===== config.mk =====
export PLATFORM = sky130hd
export DESIGN_NAME = crrso_core
export DESIGN_NICKNAME = d
export VERILOG_FILES = /design/src/crrso_pkg.sv /design/src/crrso_alu.sv /design/src/crrso_core.sv
export SDC_FILE = /design/constraint.sdc
export NUM_CORES = 1
export LEC_CHECK = 0
export ABC_AREA = 1
export BUFFER_PORTS_ARGS = -buffer_cell sky130_fd_sc_hd__buf_2
export CAP_MARGIN = 10
export CELL_PAD_IN_SITES_DETAIL_PLACEMENT = 2
export CELL_PAD_IN_SITES_GLOBAL_PLACEMENT = 2
export CORE_ASPECT_RATIO = 0.8
export CORE_UTILIZATION = 27
export CTS_CLUSTER_SIZE = 40
export DETAILED_ROUTE_END_ITERATION = 10
export PLACE_DENSITY_LB_ADDON = 0.05
export SYNTH_ARGS = -nofsm -noshare
export SYNTH_HDL_FRONTEND = slang
export SYNTH_SLANG_ARGS = --single-unit
export TNS_END_PERCENT = 10

===== constraint.sdc =====
create_clock -name ref_clk -period 2.4 [get_ports ref_clk]
set_clock_uncertainty 0.1 [all_clocks]
set_input_delay 0.12 -clock ref_clk [delete_from_list [all_inputs] [get_ports ref_clk]]
set_output_delay 0.12 -clock ref_clk [all_outputs]
set_load 0.005 [all_outputs]

===== src/crrso_pkg.sv =====
// Package with opcodes, field positions, reset values and timing constants.
package crrso_pkg;
  // ----------------------------------------------------------------------
  // Instruction encoding
  // ----------------------------------------------------------------------
  localparam int DATA_W = 8;
  localparam int ADDR_W = 7;
  localparam int PC_W = 13;
  localparam int WDOG_W = 8;
  localparam int PRE_W = 8;
  // Operations this block executes.
  typedef enum logic [2:0] {
    CRRSO_OP_NONE,
    CRRSO_OP_RETLIT,
    CRRSO_OP_RETURN,
    CRRSO_OP_ROTR,
    CRRSO_OP_SLEEP,
    CRRSO_OP_SUBLIT,
    CRRSO_OP_XORLIT
  } crrso_op_t;
  // Field positions within an 8-bit datum.
  localparam int MSB_POS = 7;
  localparam int LSB_POS = 0;
  localparam int NIB_MSB = 3;
  // Reset and clear values.
  localparam logic [DATA_W-1:0] ACC_RST = 8'h00;
  localparam logic [WDOG_W-1:0] WDOG_CLEAR = 8'h00;
  localparam logic [PRE_W-1:0] PRE_CLEAR = 8'h00;
  localparam logic [DATA_W-1:0] ZERO_BYTE = 8'h00;
  localparam logic [PC_W-1:0] PC_RST = 13'h0000;
  // Timing: two-cycle returns need one extra flush cycle.
  localparam int RET_CYCLES = 2;
  localparam logic [1:0] RET_EXTRA = 2'(RET_CYCLES - 1);
endpackage


===== src/crrso_alu.sv =====
// Combinational datapath for rotate, subtract-from-literal and xor-literal.
`timescale 1ns/1ps
`default_nettype none
module crrso_alu (
  // Operation select and operands.
  input wire crrso_pkg::crrso_op_t op,
  input wire logic [7:0] lit,
  input wire logic [7:0] acc,
  input wire logic [7:0] fileVal,
  input wire logic carryIn,
  // Results and flags.
  output logic [7:0] result,
  output logic carryOut,
  output logic digitOut,
  output logic zeroOut
);
  import crrso_pkg::*;

  // ----------------------------------------------------------------------
  // Arithmetic terms
  // ----------------------------------------------------------------------
  // Nine-bit sum of lit plus ones-complement acc plus one; bit 8 is no-borrow.
  wire logic [8:0] subFull;
  wire logic [4:0] subLow;
  wire logic [7:0] rotVal;
  wire logic [7:0] xorVal;
  assign subFull = {1'b0, lit} + {1'b0, ~acc} + 9'h001;
  assign subLow = {1'b0, lit[NIB_MSB:0]} + {1'b0, ~acc[NIB_MSB:0]} + 5'h01;
  assign rotVal = {carryIn, fileVal[MSB_POS:1]};
  assign xorVal = acc ^ lit;

  // ----------------------------------------------------------------------
  // Result select
  // ----------------------------------------------------------------------
  // Carry follows the rotated-out bit or the no-borrow bit; else held.
  always_comb begin
    result = acc;
    carryOut = carryIn;
    digitOut = 1'b0;
    case (op)
      CRRSO_OP_ROTR: begin
        result = rotVal;
        carryOut = fileVal[LSB_POS];
      end
      CRRSO_OP_SUBLIT: begin
        result = subFull[7:0];
        carryOut = subFull[8];
        digitOut = subLow[4];
      end
      CRRSO_OP_XORLIT: begin
        result = xorVal;
      end
      default: begin
        result = acc;
      end
    endcase
  end
  assign zeroOut = (result == ZERO_BYTE);
endmodule
`default_nettype wire


===== src/crrso_core.sv =====
// Execution unit for returns, rotate-right, sleep, subtract and xor literal.
`timescale 1ns/1ps
`default_nettype none
module crrso_core (
  // Clock and reset.
  input wire logic ref_clk,
  input wire logic rst_n,
  // Decoded instruction, one-cycle strobe.
  input wire logic instValid,
  input wire crrso_pkg::crrso_op_t instOp,
  input wire logic [7:0] instLiteral,
  input wire logic [6:0] instFileAddr,
  input wire logic instDestFile,
  // Return stack and file register partner.
  input wire logic [12:0] stackTopEntry,
  input wire logic [7:0] fileReadData,
  // Wake request from outside logic leaves sleep.
  input wire logic wakeReq,
  // Accumulator and flags.
  output logic [7:0] accOut,
  output logic carryFlag,
  output logic digitCarryFlag,
  output logic zeroFlag,
  output logic timeoutStatusBit,
  output logic powerdownStatusBit,
  // Program counter and stack pop.
  output logic [12:0] pcOut,
  output logic pcLoad,
  output logic stackPop,
  // File register write port: write address, strobe and data.
  output logic [6:0] fileAddr,
  output logic fileWrEn,
  output logic [7:0] fileWrData,
  // Watchdog control, sleep state and busy.
  output logic watchdogClear,
  output logic oscHalt,
  output logic busy
);
  import crrso_pkg::*;

  // ----------------------------------------------------------------------
  // State
  // ----------------------------------------------------------------------
  // Flush runs the second cycle of a two-cycle return.
  typedef enum logic [1:0] {CRRSO_RUN, CRRSO_FLUSH, CRRSO_SLEEP} crrso_st_t;
  crrso_st_t state_q, state_d; // Sequencer state.
  logic [7:0] acc_q, acc_d; // Working accumulator.
  logic carry_q, carry_d; // Carry flag.
  logic digit_q, digit_d; // Digit carry flag.
  logic zero_q, zero_d; // Zero flag.
  logic to_q, to_d; // Time-out status.
  logic pwrDn_q, pwrDn_d; // Power-down status, active when clear.
  logic [12:0] pc_q, pc_d; // Program counter value handed out.
  logic pcLoad_q, pcLoad_d; // Program counter load strobe.
  logic pop_q, pop_d; // Stack pop strobe.
  logic [6:0] fa_q, fa_d; // File address.
  logic fwe_q, fwe_d; // File write strobe.
  logic [7:0] fwd_q, fwd_d; // File write data.
  logic wdc_q, wdc_d; // Watchdog and prescaler clear strobe.

  // ----------------------------------------------------------------------
  // Decode
  // ----------------------------------------------------------------------
  // Only instructions arriving in the run state are accepted.
  wire logic accept;
  wire logic isRet;
  wire logic [7:0] aluRes;
  wire logic aluC;
  wire logic aluDigit;
  wire logic aluZ;
  wire crrso_op_t aluOp;
  assign accept = instValid && (state_q == CRRSO_RUN);
  assign isRet = (instOp == CRRSO_OP_RETLIT) || (instOp == CRRSO_OP_RETURN);
  assign aluOp = accept ? instOp : CRRSO_OP_NONE;

  // The file value arrives combinationally for the addressed register.
  crrso_alu u_alu (
    .op(aluOp),
    .lit(instLiteral),
    .acc(acc_q),
    .fileVal(fileReadData),
    .carryIn(carry_q),
    .result(aluRes),
    .carryOut(aluC),
    .digitOut(aluDigit),
    .zeroOut(aluZ)
  );

  // ----------------------------------------------------------------------
  // Next-state logic
  // ----------------------------------------------------------------------
  // Strobes default low; flags hold unless the operation names them.
  always_comb begin
    state_d = state_q;
    acc_d = acc_q;
    carry_d = carry_q;
    digit_d = digit_q;
    zero_d = zero_q;
    to_d = to_q;
    pwrDn_d = pwrDn_q;
    pc_d = pc_q;
    pcLoad_d = 1'b0;
    pop_d = 1'b0;
    fa_d = instFileAddr;
    fwe_d = 1'b0;
    fwd_d = fwd_q;
    wdc_d = 1'b0;
    case (state_q)
      CRRSO_RUN: begin
        if (accept) begin
          case (instOp)
            CRRSO_OP_RETLIT: begin
              acc_d = instLiteral;
              pc_d = stackTopEntry;
              pcLoad_d = 1'b1;
              pop_d = 1'b1;
            end
            CRRSO_OP_RETURN: begin
              pc_d = stackTopEntry;
              pcLoad_d = 1'b1;
              pop_d = 1'b1;
            end
            CRRSO_OP_ROTR: begin
              carry_d = aluC;
              if (instDestFile) begin
                fwe_d = 1'b1;
                fwd_d = aluRes;
              end else begin
                acc_d = aluRes;
              end
            end
            CRRSO_OP_SLEEP: begin
              wdc_d = 1'b1;
              to_d = 1'b1;
              pwrDn_d = 1'b0;
              state_d = CRRSO_SLEEP;
            end
            CRRSO_OP_SUBLIT: begin
              acc_d = aluRes;
              carry_d = aluC;
              digit_d = aluDigit;
              zero_d = aluZ;
            end
            CRRSO_OP_XORLIT: begin
              acc_d = aluRes;
              zero_d = aluZ;
            end
            default: begin
              state_d = CRRSO_RUN;
            end
          endcase
          if (isRet) begin
            state_d = CRRSO_FLUSH;
          end
        end
      end
      // Second cycle of a return: the fetched word is discarded.
      CRRSO_FLUSH: begin
        state_d = CRRSO_RUN;
      end
      // Sleep lasts until outside wake logic restarts the oscillator.
      CRRSO_SLEEP: begin
        if (wakeReq) begin
          state_d = CRRSO_RUN;
        end
      end
      default: begin
        state_d = CRRSO_RUN;
      end
    endcase
  end

  // ----------------------------------------------------------------------
  // Registers
  // ----------------------------------------------------------------------
  // Status bits reset to the no-event values: both set.
  always_ff @(posedge ref_clk or negedge rst_n) begin
    if (!rst_n) begin
      state_q <= CRRSO_RUN;
      acc_q <= ACC_RST;
      carry_q <= 1'b0;
      digit_q <= 1'b0;
      zero_q <= 1'b0;
      to_q <= 1'b1;
      pwrDn_q <= 1'b1;
      pc_q <= PC_RST;
      pcLoad_q <= 1'b0;
      pop_q <= 1'b0;
      fa_q <= '0;
      fwe_q <= 1'b0;
      fwd_q <= ZERO_BYTE;
      wdc_q <= 1'b0;
    end else begin
      state_q <= state_d;
      acc_q <= acc_d;
      carry_q <= carry_d;
      digit_q <= digit_d;
      zero_q <= zero_d;
      to_q <= to_d;
      pwrDn_q <= pwrDn_d;
      pc_q <= pc_d;
      pcLoad_q <= pcLoad_d;
      pop_q <= pop_d;
      fa_q <= fa_d;
      fwe_q <= fwe_d;
      fwd_q <= fwd_d;
      wdc_q <= wdc_d;
    end
  end

  // Busy and halt are registered copies of the state for direct output.
  logic busy_q; // Not ready for a new instruction.
  logic halt_q; // Oscillator halted.
  always_ff @(posedge ref_clk or negedge rst_n) begin
    if (!rst_n) begin
      busy_q <= 1'b0;
      halt_q <= 1'b0;
    end else begin
      busy_q <= (state_d != CRRSO_RUN);
      halt_q <= (state_d == CRRSO_SLEEP);
    end
  end

  // ----------------------------------------------------------------------
  // Outputs
  // ----------------------------------------------------------------------
  assign accOut = acc_q;
  assign carryFlag = carry_q;
  assign digitCarryFlag = digit_q;
  assign zeroFlag = zero_q;
  assign timeoutStatusBit = to_q;
  assign powerdownStatusBit = pwrDn_q;
  assign pcOut = pc_q;
  assign pcLoad = pcLoad_q;
  assign stackPop = pop_q;
  assign fileAddr = fa_q;
  assign fileWrEn = fwe_q;
  assign fileWrData = fwd_q;
  assign watchdogClear = wdc_q;
  assign oscHalt = halt_q;
  assign busy = busy_q;
endmodule
`default_nettype wire


==> results of run 1 <==
## layer usage
metal	part of all wire [%]	GRT usage (%)	up-vias	wire [um]
li1	-	-	1241	-
met1	48	27.0	1266	4370
met2	47	34.9	65	4290
met3	4.7	3.72	4	428
met4	0.44	2.95	0	40
met5	0	0	-	0
## tightest hold or removal path: stages
cell	delay [ns]
buf_2	0.07
or3b_2	0.12
nand2_1	0.05
## registers in the layout, summed over array words and instances, names as in the netlist
name                cells
pcOut                  13
accOut                  8
fileWrData              8
fileAddr                7
state_q                 2
busy                    1
carryFlag               1
digitCarryFlag          1
fileWrEn                1
oscHalt                 1
powerdownStatusBit      1
stackPop                1
watchdogClear           1
zeroFlag                1
## what timing repair did
item,CTS,global route
hold endpoints to repair,66,0
hold buffers,21,0
endpoints found under the setup margin,0,1
gates resized for setup,0,2
## power by group through the flow
stage	sequential [mW]	clock, mW	combinational [mW]
floorplan	1.06	0	0.489
global placement	1.05	0	0.896
detailed placement	1.06	0	0.923
CTS	1.04	0.847	0.957
global route	1.06	0.872	1.07
finish	1.04	0.819	0.943
## stage by stage
step / cells / hold slack [ns] / area, sq um / util (%)
floorplan: 319 / -0.276 / 2480 / -
global placement: 522 / 0.128 / 3090 / 35.4
detailed placement: 522 / 0.131 / 3090 / 35.4
CTS: 551 / 0.00897 / 3470 / 39.8
global route: 551 / 0.0309 / 3470 / 39.8
finish: 551 / 0.0188 / 3470 / 39.8
## synthesized netlist by cell type (all sizes together)
cell    number  share of area [%]
clkinv       1               0.15
fa           1               0.81
dfstp        1                1.1
or3b         1               0.35
a211oi       1               0.30
conb         1               0.15
a22oi        2               0.61
inv         41                6.3
nand4        2               0.50
a31oi        3               0.76
xnor2        1               0.35
o22ai        5                1.3
o211ai       1               0.30
ha           9                4.5
buf          3               0.81
nand3       18                4.2
nand2      121                 19
dfrtp       46                 46
clkbuf       1               0.15
nor2        29                5.0
o21ai       17                3.4
nor3         4                1.3
a21oi        9                1.8
nand3b       1               0.30
## final cells by class
class	count	area (sq um)	area share, %
flip-flops and latches	47	1180	34.0
clock buffers	5	125	3.61
well taps	112	140	4.04
inverters	42	160	4.62
repair buffers	116	701	20.2
clock inverters	3	43.8	1.26
multi-input cells	226	1120	32.3
## cell families after synthesis
family                   after synthesis
flip-flops                            47
other                                  1
AO/OA/AOI/OAI                         38
adder cells (fa/ha/maj)               10
buffers and inverters                 46
AND/OR/NAND/NOR                      176
XOR/XNOR                               1
## cells in the final DEF (no fill, tap or decap), types with 2 or more instances in the layout
cell type,netlist,final
inv_2,4,4
nand2_2,5,5
nor3_1,3,3
o22ai_1,5,5
nor2_4,2,2
a22oi_1,2,2
nor2_1,27,26
nand4_1,2,2
buf_2,1,89
o21ai_0,14,14
a21oi_1,9,9
inv_1,36,36
nand2_1,115,115
clkbuf_16,0,5
dfrtp_1,46,45
ha_1,9,9
o21ai_1,3,3
nand3_1,15,15
nand3_2,3,3
a31oi_1,3,3
buf_4,2,6
dlygate4sd3_1,0,21
## worst max-delay path by stage
stage	depth (start not counted)	startpoint	endpoint
after floorplan	14	accOut[0]	zeroFlag
after global placement	12	accOut[0]	zeroFlag
after detailed placement	13	accOut[0]	zeroFlag
after CTS	12	accOut[0]	zeroFlag
after global routing	14	accOut[0]	zeroFlag
final	12	accOut[0]	zeroFlag
==> results.toml, run 1 <==
[route]
wl_per_cell_um = 16.6
drt-total-wl_um = 9130
vias = 2576
drc_errors = 0
drtPass1Iterations = 4
ant_nets = 0
vias_per_cell = 4.68
drt_iter0_drc = 78

[critical_path]
critPathLaunchType = "flip-flop"
r2r-end = "zeroFlag"
critPathKind = "flip-flop to flip-flop"
r2r_start = "accOut[0]"
max_stage_delay_ns = 0.41
slowest_stage = "dfrtp_2"
crit_required_ns = 2.53
r2r_setup_slack_ns = 0.21
crit_buf_inv = 1
path_cells = "ha_1, inv_1, fa_1, nand2_1, nand3_1, nand3b_1, nand3_1, nand3_1, nand4_1, nor2_1, nand2_1, nand2_1"
cp_max_fo = 5
cpLargestDelayFamily = "simple AND/OR/NAND/NOR gates"
worstPathArrival_ns = 2.32
reg2regPathDepth = 12
cp-end-kind = "flip-flop"

[clock_network]
post_cts_buffers = 0
insertion_delay_ns = 0.29
cts_buffer_depth = 2
clockRootBuffer = "clkbuf_16"
numCtsBuffers = 5
clkSlewWorstSetupHoldPaths_ns = 0.08
cts_tree = "built"
clock-sinks = 47
h-tree-depth = 2

[grt]
grt_max_degree = 48
grt_pass1_vias = 2825
grt_usage_pct = 20.3
antenna_found_initial = 0
grt_pass1_wl_um = 14500
grt_overflow = 0

[worst_hold_path]
hold_depth = 3
hp-start = "wakeReq"
hold_path_class = "input pin to flip-flop"
hold_path_end = "oscHalt"

[sta]
finalMaxSlewViolations = 0
hold_violations = 0
relSlewSlack_pct = 56.8
timing.final.ws_setup_ns = 0.208
fin_crit_sh_pct = 91.3
setup_viol = 0
fmaxAchievable_mhz = 456
worst_pin_slew_ns = 0.648
grt_setup_unrepaired = "false"
timing.setup.tns_ns = 0
timing.final.crit_period_ns = 2.19

[floorplanning]
row_count = 30
core_sq_um = 8710
initial_utilization_pct = 28.5
fp.dieW_um = 109
die_y_um = 87.7
die_area_sq_um = 9570
num_io_pins = 91

[power]
leakage_nw = 1.92
internal-power_mw = 1.83
power_mw = 2.80
switching_power_mw = 0.977
combPwrFrac_pct = 33.6
p_per_area_nw_per_um2 = 808
swShare_pct = 34.9
seq_power_share_pct = 37.1
ir_drop_mv = 0.415
clockPowerShare_pct = 29.2

[synthesis]
synthAdderAreaFrac_pct = 5.35
synth_cell_type_count = 33
syn_avg_cell_area_sq_um = 7.77
syn_nets = 373
synth-seq-area-share_pct = 47.5
synthMuxAreaShare_pct = 0
synth_top_family_by_area = "simple AND/OR/NAND/NOR gates"
synth_xor_area_share_pct = 0.353
syn_area_sq_um = 2480
synth_cells = 319
ys.warnings.count = 0
synth-simple-area-share_pct = 30.8
yosys_register_bits = 47
synth_compound_area_share_pct = 8.48

[cells_and_area]
drive_gt1_share_pct = 28.2
layout.nets = 492
fill_cells = 1042
area_delta_synth_final_pct = 39.9
antennaDiodeCount = 0

[job]
max_cap_viol_count = 0

[placed_design]
dp_hpwl_um = 6970
port_buffers = 89
pre_cts_slack_ns = 0.206
gp_congestion = 0.789

[outcome]
status = "completed"
Note: power is estimated with default switching activity, not from simulation.
==> inputs of run 2 (changes only) <==
--- a/config.mk
+++ b/config.mk
@@ -6,14 +6,14 @@
 export NUM_CORES = 1
 export LEC_CHECK = 0
 export ABC_AREA = 1
-export BUFFER_PORTS_ARGS = -buffer_cell sky130_fd_sc_hd__buf_2
 export CAP_MARGIN = 10
 export CELL_PAD_IN_SITES_DETAIL_PLACEMENT = 2
 export CELL_PAD_IN_SITES_GLOBAL_PLACEMENT = 2
 export CORE_ASPECT_RATIO = 0.8
-export CORE_UTILIZATION = 27
+export CORE_UTILIZATION = 34
 export CTS_CLUSTER_SIZE = 40
 export DETAILED_ROUTE_END_ITERATION = 10
+export DONT_BUFFER_PORTS = 1
 export PLACE_DENSITY_LB_ADDON = 0.05
 export SYNTH_ARGS = -nofsm -noshare
 export SYNTH_HDL_FRONTEND = slang
==> constraint.sdc (replaced) <==
create_clock -name ref_clk -period 2.4 [get_ports ref_clk]
set_clock_uncertainty 0.1 [all_clocks]
set_input_delay 0.48 -clock ref_clk [delete_from_list [all_inputs] [get_ports ref_clk]]
set_output_delay 0.48 -clock ref_clk [all_outputs]
set_load 0.005 [all_outputs]
==> run 2 against run 1 <==
Compared with the run above: die area down 20%; clock power down 26%; critical path depth unchanged; combinational power decreased by 29%; register-to-register slack lost 0.02 ns.
==> results.toml, run 2 (synthesis gave the netlist of run 1 again) <==
[outcome]
status = "completed"

[clock_network]
h-tree-depth = 2
insertion_delay_ns = 0.30
clkSlewWorstSetupHoldPaths_ns = 0.10
cts_buffer_depth = 2
clock-sinks = 47
numCtsBuffers = 5
clockRootBuffer = "clkbuf_8"
cts_tree = "built"

[route]
wl_per_cell_um = 18.2
vias_per_cell = 5.18
drtPass1Iterations = 4
ant_nets = 0
drt_iter0_drc = 51
drt-total-wl_um = 7610
drc_errors = 0
vias = 2160

[power]
p_per_area_nw_per_um2 = 861
switching_power_mw = 0.871
combPwrFrac_pct = 28.4
leakage_nw = 1.44
internal-power_mw = 1.50
clockPowerShare_pct = 25.6
ir_drop_mv = 0.315
seq_power_share_pct = 46.0
swShare_pct = 36.7

[floorplanning]
fp.dieW_um = 97.5
die_y_um = 78.4
num_io_pins = 91
row_count = 27
die_area_sq_um = 7640
core_sq_um = 6960
initial_utilization_pct = 35.6

[sta]
fin_crit_sh_pct = 92.1
timing.setup.tns_ns = 0
fmaxAchievable_mhz = 453
grt_setup_unrepaired = "false"
whs_ns = 0.0948
hold_violations = 0
setup_viol = 0
timing.final.crit_period_ns = 2.21
finalMaxSlewViolations = 0

[critical_path]
path_cells = "ha_1, inv_1, fa_1, xnor2_1, nor2_1, nor2_1, nand2_1, nor2_1, nand2_1, nor2_1, nand2_1, nand2_1"
cp_max_fo = 5
critPathKind = "flip-flop to flip-flop"
worstPathArrival_ns = 2.35
max_stage_delay_ns = 0.44
critPathLaunchType = "flip-flop"
crit_required_ns = 2.54
slowest_stage = "dfrtp_2"
cp-end-kind = "flip-flop"

[cells_and_area]
drive_gt1_share_pct = 10.3
final_common_cell = "nand2_1"
final_cell_mix = "115 x nand2_1, 45 x dfrtp_1, 36 x inv_1"
area_delta_synth_final_pct = 11.2
layout.nets = 383
antennaDiodeCount = 0
largest_reg_flops = 13

[job]
max_cap_viol_count = 0

[grt]
antenna_found_initial = 0
grt_pass1_vias = 2338
grt_pass1_wl_um = 12400
grt_overflow = 0
grt_usage_pct = 21.1
grt_max_degree = 48

[placed_design]
dp_hpwl_um = 5940
gp_congestion = 0.823
port_buffers = 0

[worst_hold_path]
hold_path_class = "input pin to flip-flop"
==> run 2: changes by cell type in the layout (fill, tap and decap cells not counted), sizes merged <==
cell,change
buf,-89
dlygate4sd3,-20
clkinvlp,+1
inv,+1
clkinv,-2
==> run 2: layout make-up <==
type / count / area [sq um]
inverter: 42 / 160
sequential: 47 / 1180
timing repair buffer: 7 / 75.1
multi-input combinational: 226 / 1120
tap: 87 / 109
clock inverter: 3 / 46.3
fill: 834 / 4200
clock buffer: 5 / 68.8
==> run 2: path summary, 6_finish.rpt <==
| check | start | endpoint | slack [ns] | depth (start not counted) |
|---|---|---|---|---|
| max | accOut[0] | zeroFlag | 0.19 | 12 |
| min | instFileAddr[6] | fileAddr[6] | 0.09 | 0 |
| max reg2reg | accOut[0] | zeroFlag | 0.19 | 12 |
| min reg2reg | powerdownStatusBit | powerdownStatusBit | 0.37 | 2 |
| max in group asynchronous | rst_n | powerdownStatusBit | 1.32 | 2 |
| min in group asynchronous | rst_n | accOut[1] | 0.58 | 2 |
==> run 2: metal layers <==
metal  part of all wire, %  up-vias  wire length, um  GRT usage [%]
li1                      -     1027                -              -
met1                    47     1075             3570           27.9
met2                    46       56             3520           34.5
met3                   6.4        2              485           6.68
met4                  0.35        0               27           3.09
met5                     0        -                0              0
==> run 2: power by group through the flow <==
stage / Sequential, mW / Clock [mW] / Combinational (mW)
finish: 1.09 / 0.607 / 0.674
global route: 1.12 / 0.659 / 0.781
CTS: 1.10 / 0.635 / 0.687
detailed placement: 1.11 / 0 / 0.652
global placement: 1.11 / 0 / 0.628
floorplan: 1.06 / 0 / 0.489
==> run 2: what timing repair did <==
action | CTS | global route
hold buffers | 2 | 0
endpoints found under the setup margin | 0 | 1
buffers inserted | 0 | 0
gates resized for setup | 0 | 1
hold endpoints to repair | 47 | 0
==> run 2: worst max-delay path: cells and delay by family, from the launching register on <==
kind / cells / cell delay, ns
adders and majority gates: 2 / 0.56
DFF: 1 / 0.44
xor gates and xnor gates: 1 / 0.22
and+or+nand+nor: 8 / 0.75
buffers and inverters: 1 / 0.06
==> run 2: per-stage QoR <==
step	utilization, %	power (mW)	setup slack (ns)	cell area [sq um]	std cells
2_1_floorplan	-	1.55	0.388	2480	319
3_3_place_gp	37.4	1.74	0.202	2600	407
3_5_place_dp	37.4	1.77	0.129	2600	407
4_1_cts	39.6	2.42	0.107	2760	417
5_1_grt	39.6	2.56	0.0115	2760	417
6_report	39.6	2.37	0.191	2760	417
==> inputs of run 3 (changes only) <==
--- a/config.mk
+++ b/config.mk
@@ -14,7 +14,7 @@
 export CTS_CLUSTER_SIZE = 40
 export DETAILED_ROUTE_END_ITERATION = 10
 export DONT_BUFFER_PORTS = 1
-export PLACE_DENSITY_LB_ADDON = 0.05
+export PLACE_DENSITY = 0.76
 export SYNTH_ARGS = -nofsm -noshare
 export SYNTH_HDL_FRONTEND = slang
 export SYNTH_SLANG_ARGS = --single-unit
==> run 3 against run 2 <==
Compared with the run above: fmax up 3.4%; non-clock buffer count is the same; sequential share of layout area rose by 0.25 points; total power down 4.3%; cell count is the same; flip-flop and latch count did not move.
==> results.toml, run 3 (synthesis gave the netlist of run 1 again) <==
[sta]
timing.final.ws_setup_ns = 0.263
hold_violations = 0
finalMaxSlewViolations = 0
grt_setup_unrepaired = "false"
fmaxAchievable_mhz = 468
setup_viol = 0
fin_crit_sh_pct = 89.0
timing.setup.tns_ns = 0
timing.final.crit_period_ns = 2.14

[critical_path]
critPathLaunchType = "flip-flop"
reg2regPathDepth = 16
r2r_start = "accOut[2]"
crit_required_ns = 2.55
max_stage_delay_ns = 0.44
cp_max_fo = 6
worstPathArrival_ns = 2.28
path_cells = "inv_1, ha_1, nand2_1, nand2_1, inv_1, nand2_1, nand2_1, nand2_1, nand2_1, nand3_1, nand2_1, nand2_1, nand2_1, nor2_1, nand2_1, nand2_1"
slowest_stage = "dfrtp_1"
crit_top_cell = "nand2_1"
critPathKind = "flip-flop to flip-flop"
r2r_setup_slack_ns = 0.26
r2r-end = "zeroFlag"
cp-end-kind = "flip-flop"

[clock_network]
insertion_delay_ns = 0.30
numCtsBuffers = 5
h-tree-depth = 2
post_cts_buffers = 0
clock-sinks = 47
clockRootBuffer = "clkbuf_8"
cts_tree = "built"
cts_buffer_depth = 2
clkSlewWorstSetupHoldPaths_ns = 0.10

[route]
drc_errors = 0
drt_iter0_drc = 75
ant_nets = 0
vias_per_cell = 5.12
drtPass1Iterations = 4
wl_per_cell_um = 17.9
drt-total-wl_um = 7450
vias = 2135

[power]
combPwrFrac_pct = 29.3
seq_power_share_pct = 48.2
clockPowerShare_pct = 22.5
internal-power_mw = 1.42
leakage_nw = 1.43
power_mw = 2.27
p_per_area_nw_per_um2 = 829
swShare_pct = 37.3
switching_power_mw = 0.847
ir_drop_mv = 0.251

[cells_and_area]
postLayoutCellArea_sq_um = 2740
final_common_cell = "nand2_1"
drive_gt1_share_pct = 10.3
largest_reg_flops = 13
final_util_pct = 39.4
area_delta_synth_final_pct = 10.5
final_cell_mix = "115 x nand2_1, 45 x dfrtp_1, 36 x inv_1"
fill_cells = 817
layout.nets = 383
antennaDiodeCount = 0

[worst_hold_path]
hold_path_end = "fileAddr[5]"
hp-start = "instFileAddr[5]"
hold_path_class = "input pin to flip-flop"
hold_depth = 0

[job]
max_cap_viol_count = 0

[grt]
grt_overflow = 0
grt_pass1_wl_um = 12100
antenna_found_initial = 0
grt_usage_pct = 20.6
grt_pass1_vias = 2295
grt_max_degree = 48

[outcome]
status = "completed"

[floorplanning]
core_sq_um = 6960
fp.dieW_um = 97.5
row_count = 27
die_area_sq_um = 7640
num_io_pins = 91
die_y_um = 78.4
initial_utilization_pct = 35.6

[placed_design]
pre_cts_slack_ns = 0.149
place_area_sq_um = 2600
dp_hpwl_um = 5980
port_buffers = 0
gp_congestion = 0.819
==> run 3: cell types whose count changed in the layout (fill, tap and decap cells not counted) <==
cell / delta
clkinv_4: +1
inv_6: -1
bufinv_16: -1
clkbuf_8: +1
==> run 3: final cells by class <==
type,count,area [sq um],area share [%]
well taps,87,109,3.97
clock inverters,2,16.3,0.594
inverters,42,160,5.84
multi-input cells,226,1120,40.8
repair buffers,7,75.1,2.74
clock buffers,6,82.6,3.01
flip-flops and latches,47,1180,43.0
==> run 3: per-layer routing <==
layer | wire (um) | vias to the layer above | GRT usage (%)
met5 | 0 | - | 0
met4 | 29 | 0 | 3.09
met3 | 522 | 2 | 5.61
met2 | 3460 | 66 | 34.4
met1 | 3440 | 1044 | 27.3
li1 | - | 1023 | -
==> run 3: what timing repair did <==
action,in CTS,in global routing
hold buffers,2,0
hold endpoints to repair,47,0
resized for setup,0,1
setup endpoints to repair,0,1
==> run 3: worst max-delay path: cells and delay by family, from the launching register on <==
| kind | cells | cell delay [ns] |
|---|---|---|
| buffers and inverters | 2 | 0.15 |
| adders and majority gates | 1 | 0.38 |
| and+or+nand+nor | 13 | 1.01 |
| DFF | 1 | 0.44 |
==> run 3: metrics by stage <==
| step | std cells | hold slack (ns) |
|---|---|---|
| 2_1_floorplan | 319 | 0.0844 |
| 3_3_place_gp | 407 | 0.0854 |
| 3_5_place_dp | 407 | 0.0855 |
| 4_1_cts | 417 | 0.0968 |
| 5_1_grt | 417 | 0.0806 |
| 6_report | 417 | 0.114 |
==> run 3: how the worst max path moves through the flow <==
stage                        start        to  slack [ns]  cells past startpoint
finish                   accOut[2]  zeroFlag        0.26                     16
global route             accOut[0]  zeroFlag        0.03                     14
CTS                      accOut[0]  zeroFlag        0.20                     14
detailed placement  instLiteral[0]  zeroFlag        0.15                     15
global placement    instLiteral[0]  zeroFlag        0.21                     15
floorplan           instLiteral[0]  zeroFlag        0.39                     15
==> run 3: power groups by stage <==
stage / Combinational (mW) / Sequential, mW / Clock, mW
floorplan: 0.489 / 1.06 / 0
global placement: 0.616 / 1.11 / 0
detailed placement: 0.651 / 1.12 / 0
CTS: 0.677 / 1.10 / 0.539
global route: 0.775 / 1.12 / 0.564
finish: 0.665 / 1.09 / 0.511
